==> config.mk <==
export PLATFORM = sky130hd
export DESIGN_NAME = sfph_handler
export DESIGN_NICKNAME = d
export VERILOG_FILES = /design/src/rtl/sfph_pkg.sv /design/src/rtl/sfph_handler.sv
export SDC_FILE = /design/constraint.sdc
export NUM_CORES = 1
export LEC_CHECK = 0
export BUFFER_PORTS_ARGS = -buffer_cell sky130_fd_sc_hd__buf_2
export CORE_AREA = 5 5 62 64
export CTS_CLUSTER_DIAMETER = 40
export CTS_CLUSTER_SIZE = 30
export DETAILED_ROUTE_END_ITERATION = 10
export DIE_AREA = 0 0 67 69
export RECOVER_POWER = 100
export SYNTH_ARGS = -nofsm -noshare
export SYNTH_HDL_FRONTEND = slang
export SYNTH_SLANG_ARGS = --single-unit
==> constraint.sdc <==
create_clock -name sys_clk -period 1.4 [get_ports sys_clk]
set_input_delay 0 -clock sys_clk [delete_from_list [all_inputs] [get_ports sys_clk]]
set_output_delay 0 -clock sys_clk [all_outputs]
set_load 0.02 [all_outputs]
==> src/rtl/sfph_pkg.sv <==
package sfph_pkg;
  // supply arbitration slots, index equals priority (0 highest)
  localparam int SUP_SLOTS = 5;
  localparam int SUP_B0 = 0;
  localparam int SUP_B1 = 1;
  localparam int SUP_B2 = 2;
  localparam int SUP_B3 = 3;
  localparam int SUP_B4 = 4;
  // other-fault slots handled here (F1 and F2 have own slots but share one request)
  localparam int OTH_SLOTS = 3;
  localparam int OTH_F0 = 0;
  localparam int OTH_F1 = 1;
  localparam int OTH_F2 = 2;
  localparam logic [2:0] OTH_NONE = 3'h7;

  typedef struct packed {
    logic pump_low_uv;
    logic pump_high_uv;
    logic logic_ov;
    logic logic_oc;
    logic logic_uv;
    logic buck_oc;
  } sfph_det_t;

  typedef struct packed {
    logic pump_low_uv;
    logic pump_high_uv;
    logic logic_ov;
    logic logic_oc;
    logic logic_uv;
    logic buck_oc;
  } sfph_stat_t;

  typedef enum logic [2:0] {
    ST_IDLE = 3'b001,
    ST_RUN = 3'b010,
    ST_STOP = 3'b100
  } sfph_state_t;
endpackage

==> src/rtl/sfph_handler.sv <==
`timescale 1ns/1ps
// Notes on behaviour
// - pump undervoltage: immediate hi-z, unlatched, fault pin
// - every hi-z also applies weak pulldowns
// - logic ov/oc, buck oc: report only
// - logic undervoltage tops both arbitration sections
// - logic undervoltage forces hi-z with pulldowns
// - logic undervoltage halts until chip-enable toggles
// - buck keeps regulating during logic undervoltage halt
// - logic undervoltage moves running state to stop
// - buck overcurrent ignored during pump start
// - supply faults by fixed priority, B0 highest
// - first other fault held; ties by priority
// - both sections ORed onto fault pin
module sfph_handler
(
  input wire logic sys_clk,
  input wire logic rst,
  input wire logic clk_en,
  input wire logic chip_enable_pin,
  input wire logic start_request,
  input wire logic pump_starting,
  input wire sfph_pkg::sfph_det_t det_async,
  input wire logic fault_clear_field,
  output logic fault_out_pin_o,
  output logic fault_out_pin_oe,
  output logic gate_hiz,
  output logic gate_pulldown,
  output logic buck_enable,
  output logic [2:0] state_code,
  output logic [2:0] sup_active_slot,
  output logic [2:0] oth_active_slot,
  output sfph_pkg::sfph_stat_t status
);
  import sfph_pkg::*;

  // ----------------------------------------
  // input synchronisers
  // ----------------------------------------
  sfph_det_t det_s1_reg;
  sfph_det_t det_reg;
  logic ce_s1_reg;
  logic ce_reg;
  logic ce_prev_reg;

  always_ff @(posedge sys_clk)
  begin
    if (rst)
    begin
      det_s1_reg <= '0;
      det_reg <= '0;
      ce_s1_reg <= 1'b0;
      ce_reg <= 1'b0;
      ce_prev_reg <= 1'b0;
    end
    else if (clk_en)
    begin
      det_s1_reg <= det_async;
      det_reg <= det_s1_reg;
      ce_s1_reg <= chip_enable_pin;
      ce_reg <= ce_s1_reg;
      ce_prev_reg <= ce_reg;
    end
  end

  wire ce_rise = ce_reg & ~ce_prev_reg;
  wire ce_low = ~ce_reg;

  // ----------------------------------------
  // functional state
  // ----------------------------------------
  sfph_state_t state_reg;
  sfph_state_t state_next;
  wire running = (state_reg == ST_RUN);
  wire pump_uv = det_reg.pump_low_uv | det_reg.pump_high_uv;
  // blanking hides buck overcurrent while the pumps charge up
  wire buck_oc_seen = det_reg.buck_oc & ~pump_starting;

  always_comb
  begin
    state_next = state_reg;
    case (state_reg)
      ST_IDLE:
        if (ce_reg & start_request)
          state_next = ST_RUN;
      ST_RUN:
        if (det_reg.logic_uv)
          state_next = ST_STOP;
        else if (ce_low)
          state_next = ST_IDLE;
      // only a fresh chip-enable rise leaves the stop state;
      // clearing faults has no effect here
      ST_STOP:
        if (ce_rise)
          state_next = ST_IDLE;
      default:
        state_next = ST_IDLE;
    endcase
  end

  always_ff @(posedge sys_clk)
  begin
    if (rst)
      state_reg <= ST_IDLE;
    else if (clk_en)
      state_reg <= state_next;
  end

  // ----------------------------------------
  // supply section: fixed priority
  // ----------------------------------------
  logic [SUP_SLOTS-1:0] sup_req;
  assign sup_req[SUP_B0] = det_reg.logic_uv;
  assign sup_req[SUP_B1] = det_reg.logic_ov;
  assign sup_req[SUP_B2] = buck_oc_seen;
  assign sup_req[SUP_B3] = det_reg.logic_oc;
  assign sup_req[SUP_B4] = 1'b0;

  logic [2:0] sup_win;
  always_comb
  begin
    sup_win = OTH_NONE;
    for (int i = SUP_SLOTS - 1; i >= 0; i--)
      if (sup_req[i])
        sup_win = 3'(i);
  end

  // ----------------------------------------
  // other section: first come, ties by priority
  // ----------------------------------------
  logic [OTH_SLOTS-1:0] oth_req;
  assign oth_req[OTH_F0] = det_reg.logic_uv;
  assign oth_req[OTH_F1] = pump_uv & running;
  assign oth_req[OTH_F2] = pump_uv & running;

  logic [2:0] oth_pick;
  always_comb
  begin
    oth_pick = OTH_NONE;
    for (int i = OTH_SLOTS - 1; i >= 0; i--)
      if (oth_req[i])
        oth_pick = 3'(i);
  end

  logic [2:0] oth_reg;
  logic [2:0] oth_next;
  wire oth_busy = (oth_reg != OTH_NONE);
  // held fault drops once its condition is gone (unlatched)
  wire oth_gone = oth_busy & ~oth_req[oth_reg[1:0]];
  assign oth_next = (!oth_busy || oth_gone) ? oth_pick : oth_reg;

  always_ff @(posedge sys_clk)
  begin
    if (rst)
      oth_reg <= OTH_NONE;
    else if (clk_en)
      oth_reg <= oth_next;
  end

  // ----------------------------------------
  // reactions and outputs
  // ----------------------------------------
  // pump hi-z acts straight from the detector, bypassing arbitration
  wire hiz_now = (pump_uv & running) | det_reg.logic_uv
                 | (state_reg == ST_STOP);
  wire sup_flag = (sup_win != OTH_NONE);
  wire fault_any = sup_flag | oth_busy | (pump_uv & running)
                   | (state_reg == ST_STOP);

  logic fault_reg;
  logic hiz_reg;
  sfph_stat_t stat_reg;
  sfph_stat_t stat_next;
  sfph_stat_t stat_now;

  assign stat_now = '{pump_low_uv: det_reg.pump_low_uv,
                      pump_high_uv: det_reg.pump_high_uv,
                      logic_ov: det_reg.logic_ov,
                      logic_oc: det_reg.logic_oc,
                      logic_uv: det_reg.logic_uv,
                      buck_oc: buck_oc_seen};
  // new events win over a clear in the same cycle
  assign stat_next = stat_now | (fault_clear_field ? '0 : stat_reg);

  always_ff @(posedge sys_clk)
  begin
    if (rst)
    begin
      fault_reg <= 1'b0;
      hiz_reg <= 1'b1;
      stat_reg <= '0;
    end
    else if (clk_en)
    begin
      fault_reg <= fault_any;
      hiz_reg <= hiz_now | (state_reg != ST_RUN);
      stat_reg <= stat_next;
    end
  end

  // fault pin is open drain, active low: drive low when faulted
  assign fault_out_pin_o = 1'b0;
  assign fault_out_pin_oe = fault_reg;
  assign gate_hiz = hiz_reg;
  assign gate_pulldown = hiz_reg;
  assign buck_enable = 1'b1;
  assign state_code = state_reg;
  assign sup_active_slot = sup_win;
  assign oth_active_slot = oth_reg;
  assign status = stat_reg;

  // ----------------------------------------
  // checks
  // ----------------------------------------
  AST_PUMP_HIZ: assert property (@(posedge sys_clk) disable iff (rst)
    clk_en && running && pump_uv |=> gate_hiz && fault_out_pin_oe)
    else $error("pump undervoltage did not force hi-z and fault");
  AST_PULLDOWN: assert property (@(posedge sys_clk) disable iff (rst)
    gate_hiz == gate_pulldown)
    else $error("hi-z without pulldown");
  AST_REPORT_ONLY: assert property (@(posedge sys_clk)
    disable iff (rst)
    clk_en && running && !pump_uv && !det_reg.logic_uv && !ce_low
      && sup_win == 3'(SUP_B1) |=> !gate_hiz && fault_out_pin_oe)
    else $error("report-only fault changed the driver");
  AST_UV_TOP: assert property (@(posedge sys_clk) disable iff (rst)
    det_reg.logic_uv |-> sup_win == 3'(SUP_B0))
    else $error("logic undervoltage not top priority");
  AST_UV_STOP: assert property (@(posedge sys_clk) disable iff (rst)
    clk_en && running && det_reg.logic_uv |=> state_reg == ST_STOP)
    else $error("logic undervoltage did not stop device");
  AST_HALT: assert property (@(posedge sys_clk) disable iff (rst)
    clk_en && state_reg == ST_STOP && !ce_rise
      |=> state_reg == ST_STOP)
    else $error("halt left without chip-enable toggle");
  AST_HALT_HIZ: assert property (@(posedge sys_clk) disable iff (rst)
    state_reg == ST_STOP && $past(state_reg) == ST_STOP |-> gate_hiz)
    else $error("halt without hi-z");
  AST_BLANK: assert property (@(posedge sys_clk) disable iff (rst)
    pump_starting |-> !stat_now.buck_oc)
    else $error("buck overcurrent not blanked");
  AST_RELEASE: assert property (@(posedge sys_clk) disable iff (rst)
    clk_en && oth_busy && !oth_req[oth_reg[1:0]]
      && oth_pick == OTH_NONE |=> !oth_busy)
    else $error("unlatched fault not withdrawn");
endmodule

==> flow_summary.ini, run 1 <==
[outcome]
status = complete, no violations

[place]
placed_cells = 202
placed_cell_area_mm2 = 0.001408
gp_congestion = 0.7653
dp_hpwl_um = 1992
port_buffers = 30
dp_slack_ns = -0.01089

[global_routing]
grt_pass1_vias = 1076
grt_max_degree = 29
grt_pass1_wl_um = 4636
gr-usage-all-layers = 0.1251
antenna_found_initial = 0
grt_overflow = 0

[synthesis]
synth_area_mm2 = 0.001222
synthesis.nets = 145
async_reset_ff_frac = 0
synth_edf_count = 0
syn_inst = 132
ys_ff_latch = 28
yosysTopAreaCellShare = 0.4585
synth.area.top_cells = dfxtp_1, mux2i_1, nor2_1
yosys_warnings = 0
yosysTopAreaCell = dfxtp_1
ys_types = 34
ys.flop_type = dfxtp_1
yosysSeqAreaShare = 0.4585
synth.avg_cell_area_um2 = 9.261

[sta]
slew-limit-headroom = 0.5679
max_slew.worst_pin.slew_ns = 0.6481
fin_crit_ns = 1.368
slew_viol_final = 0
period_share = 0.9774
fin_ws_ns = 0.03169
hold_viol_final = 0
fin_setup_tns_ns = 0
finalSetupViolCount = 0
fmax_ghz = 0.7308
skew_ns = 0.001701

[power]
p_leak_uw = 0.0006518
p_per_area_mw_per_mm2 = 1039
vdd.ir_drop.worst_uv = 530.4
total_power_uw = 1660

[job]
maxCapViolations = 0

[routing]
drc = 0
routed-wl-met2_um = 1357
met1_length_um = 1296
final_antenna_net_count = 0
avgViaCountPerCell = 4.829
vias = 1043
firstDrtPassIters = 4
wl_met3_um = 175
wl_per_cell_um = 13.30
drtIter0Drc = 79
routed.top_layer = met4
wl_um = 2873

[worst_setup_path]
r2r_slack_ns = 0.03
r2r-end = state_code[0]
worstSetupStartpointType = flip-flop
crit_type = flip-flop to flip-flop
critical-path-slowest-cell = or3b_4
worst_setup_path_end_kind = flip-flop
r2r_start = state_code[1]
max_stage_delay_ns = 0.43
reg2regPathDepth = 4
cp_max_fo = 5
arrival_ns = 1.60
cp.required_ns = 1.63
worstPathCellList = or3b_4 > o221ai_4 > nor2_1 > a211o_1

[layout]
register_area_um2 = 571.8
instances_no_fill = 216
drive_gt1_frac = 0.2765
antenna_cells = 0
final_area_mm2 = 0.001598
multiInputGateArea_um2 = 629.4
syn2layout_area_growth_pct = 30.71
final_cell_mix = nor2_1, dfxtp_1, mux2i_1, buf_2, clkbuf_1
nets = 184
n_fill_cell = 340
final_common_cell = nor2_1

[cts]
numCtsBuffers = 3
htreeDepth = 1
cts.path.max_buffers = 2
cts.sinks = 28
clk_pin_slew_ns = 0.15
cts-root-buf = clkbuf_4
clk-insertion-delay-late_ns = 0.32
cts_tree = built

[worst_hold_path]
min-delay-start = pump_starting
holdPathStages = 4
holdPathEnd = status[0]
hold_class = input port to flip-flop

[floorplan]
die_area_mm2 = 0.004623
fp.dieH_um = 69
coreArea_mm2 = 0.003232
die_w_um = 67
rows = 21
start_util = 0.3782
io_pins = 33
[routing by layer]
layer	vias to the layer above	global-route usage
met3	6	0.03084
li1	533	-
met5	-	0
met2	30	0.2020
met1	474	0.1565
met4	0	0.04955
[through the flow]
stage / hold slack, ns / util
5_1_grt: 0.1101 / 0.4944
6_report: 0.08518 / 0.4944
2_1_floorplan: 0.1472 / -
4_1_cts: 0.09944 / 0.4828
3_5_place_dp: 0.2470 / 0.4355
3_3_place_gp: 0.2355 / 0.4355
[power by group]
part           switching, uW  internal [uW]
Combinational            148            126
Sequential              31.0            834
Clock                    230            289
[critical path, delay by kind of cell, from the launching register on]
kind	cells	cell delay, ns
compound gates	2	0.41
flops	1	0.38
simple gates	2	0.49
[how the worst max path moves through the flow]
stage | endpoint | slack, ns | start | cells after the start
6_report | state_code[0] | 0.03 | state_code[1] | 4
5_1_grt | fault_out_pin_oe | -0.005 | state_code[1] | 4
4_1_cts | sup_active_slot[2] | 0.03 | det_reg[1] | 3
3_5_place_dp | state_code[1] | -0.01 | state_code[0] | 4
3_3_place_gp | state_code[0] | 0.05 | state_code[0] | 4
2_1_floorplan | state_code[0] | 0.01 | state_code[2] | 5
[cell usage after synthesis, types with 2 or more instances]
cell / count
dfxtp_1: 28
nor2_1: 28
mux2i_1: 15
a22oi_1: 6
buf_4: 6
inv_1: 5
o21ai_0: 5
a21oi_1: 4
nor4_1: 4
nand2_1: 3
a31oi_1: 2
clkbuf_1: 2
conb_1: 2
nand2b_1: 2
[area by class of cell]
cell class | instances | share of cell area
Sequential cell | 28 | 0.3579
Clock inverter | 1 | 0.01879
Inverter | 5 | 0.01175
Multi-Input combinational cell | 87 | 0.3939
Tap cell | 46 | 0.03602
Timing Repair Buffer | 46 | 0.1676
Clock buffer | 3 | 0.01410
[what timing repair did]
| action | CTS | global route |
|---|---|---|
| setup endpoints to repair | 3 | 4 |
| hold endpoints to repair | 7 | 0 |
| pin swaps | 4 | 3 |
| setup buffers | 2 | 1 |
| resized for setup | 6 | 9 |
| hold buffers | 7 | 0 |
[logic make-up (layout without fill, tap and decap cells)]
logic type,count (synthesis),in the layout,synth area share
muxes,15,15,0.1228
buffers and inverters,17,55,0.08597
DFF,28,28,0.4585
and+or+nand+nor,47,47,0.1924
AOI/OAI and AO/OA,23,23,0.1341
other,2,2,0.006144
Note: power is estimated with default switching activity, not from simulation.
==> inputs of run 2 (changes only) <==
- CORE_AREA: 5 5 62 64 -> 2 2 56 58
- DIE_AREA: 0 0 67 69 -> 0 0 58 60
- PLACE_DENSITY: unset -> 0.7
==> run 2 against run 1 <==
Fmax up 0.20%. Die area down 25%. Core utilization up 3.8 points. Non-clock buffer count up 3. Critical endpoint unchanged. Largest cell class unchanged.
==> flow_summary.ini, run 2 (synthesis gave the netlist of run 1 again) <==
[outcome]
status = complete, no violations

[global_routing]
grt_max_degree = 29
antenna_found_initial = 0
grt_pass1_wl_um = 4284
gr-usage-all-layers = 0.1613
grt_overflow = 0
grt_pass1_vias = 989

[floorplan]
coreArea_mm2 = 0.002903
start_util = 0.4211
io_pins = 33
rows = 20
die_area_mm2 = 0.003480
die_w_um = 58
fp.dieH_um = 60

[sta]
skew_ns = 0.002538
slew_viol_final = 0
fin_crit_ns = 1.366
fmax_ghz = 0.7323
hold_viol_final = 0
period_share = 0.9754
max_slew.worst_pin.slew_ns = 0.5079
slew-limit-headroom = 0.6614
whs_ns = 0.1316
finalSetupViolCount = 0
rsz0062_at_grt = yes

[worst_setup_path]
cp_max_fo = 3
arrival_ns = 1.58
worst_setup_path_end_kind = flip-flop
crit_type = flip-flop to flip-flop
r2r-end = state_code[0]
r2r_slack_ns = 0.03
cp.required_ns = 1.61
worstSetupStartpointType = flip-flop
reg2regPathDepth = 5
r2r_start = state_code[1]

[layout]
nets = 187
drive_gt1_frac = 0.2733
final_cell_mix = nor2_1, dfxtp_1, buf_2, mux2i_1, buf_4
syn2layout_area_growth_pct = 26.51
antenna_cells = 0
final_common_cell = nor2_1

[cts]
clk_pin_slew_ns = 0.13
cts.sinks = 28
numCtsBuffers = 3
cts.path.max_buffers = 2
htreeDepth = 1
cts_tree = built
cts-root-buf = clkbuf_4
clk-insertion-delay-late_ns = 0.31

[routing]
wl_um = 2654
firstDrtPassIters = 4
final_antenna_net_count = 0
wl_per_cell_um = 12.95
drtIter0Drc = 28
drc = 0
avgViaCountPerCell = 5.249
vias = 1076

[place]
gp_congestion = 0.7870
port_buffers = 30
dp_hpwl_um = 1885

[power]
p_leak_uw = 0.0006564
p_per_area_mw_per_mm2 = 937.2
vdd.ir_drop.worst_uv = 580.7
total_power_uw = 1449

[worst_hold_path]
min-delay-start = rst
holdPathStages = 2
holdPathEnd = status[5]
hold_class = input port to flip-flop

[job]
maxCapViolations = 0
run 2: changes by cell type in the layout (fill, tap and decap cells not counted), sizes merged:
cell | before | now
buf | 23 | 30
bufinv | 1 | 0
clkbuf | 19 | 15
run 2: metrics by stage:
stage	TNS [ns]	util	instances	area, um2	setup slack, ns
after floorplan	0	-	132	1241	0.01365
after global placement	0	0.4845	191	1406	0.05531
after detailed placement	-0.009859	0.4845	191	1406	-0.009859
after CTS	0	0.5284	205	1534	0.002367
after global routing	-0.01251	0.5328	205	1546	-0.007279
final	0	0.5328	205	1546	0.03447
run 2: cell type report:
class                      instances  area, um2
fill                             285       1356
multi-input combinational         87      595.6
sequential                        28      570.5
timing repair buffer              49      297.8
tap                               33      41.29
clock buffer                       3      22.52
inverter                           5      18.77
run 2: worst max path at each step:
stage	startpoint	end	cells after the start
finish	state_code[1]	state_code[0]	5
global route	state_code[1]	state_code[0]	4
floorplan	state_code[2]	state_code[0]	5
CTS	state_code[1]	state_code[0]	5
global placement	state_code[0]	state_code[0]	4
detailed placement	state_code[0]	state_code[1]	4
run 2: metal layers:
metal | global-route usage | wire [um] | up-vias
li1 | - | - | 534
met5 | 0 | 0 | -
met4 | 0.05648 | 18 | 0
met2 | 0.2776 | 1298 | 24
met1 | 0.2021 | 1233 | 514
met3 | 0.03030 | 103 | 4
run 2: timing repair:
item	4_1_cts	5_1_grt
hold endpoints to repair	7	0
setup buffers	4	0
pin swaps	4	1
hold buffers	7	0
setup endpoints to repair	2	5
gates resized for setup	3	7
run 2: critical path, cell delays in order (launching register included):
cell      delay, ns
dfxtp_4        0.37
buf_4          0.13
and4bb_2       0.23
a31oi_4        0.16
o21ai_1        0.08
a211o_1        0.30
run 2: power by group:
part | internal (uW) | switching (uW)
Combinational | 133 | 146
Sequential | 833 | 29.3
Clock | 101 | 207
Total | 1070 | 382
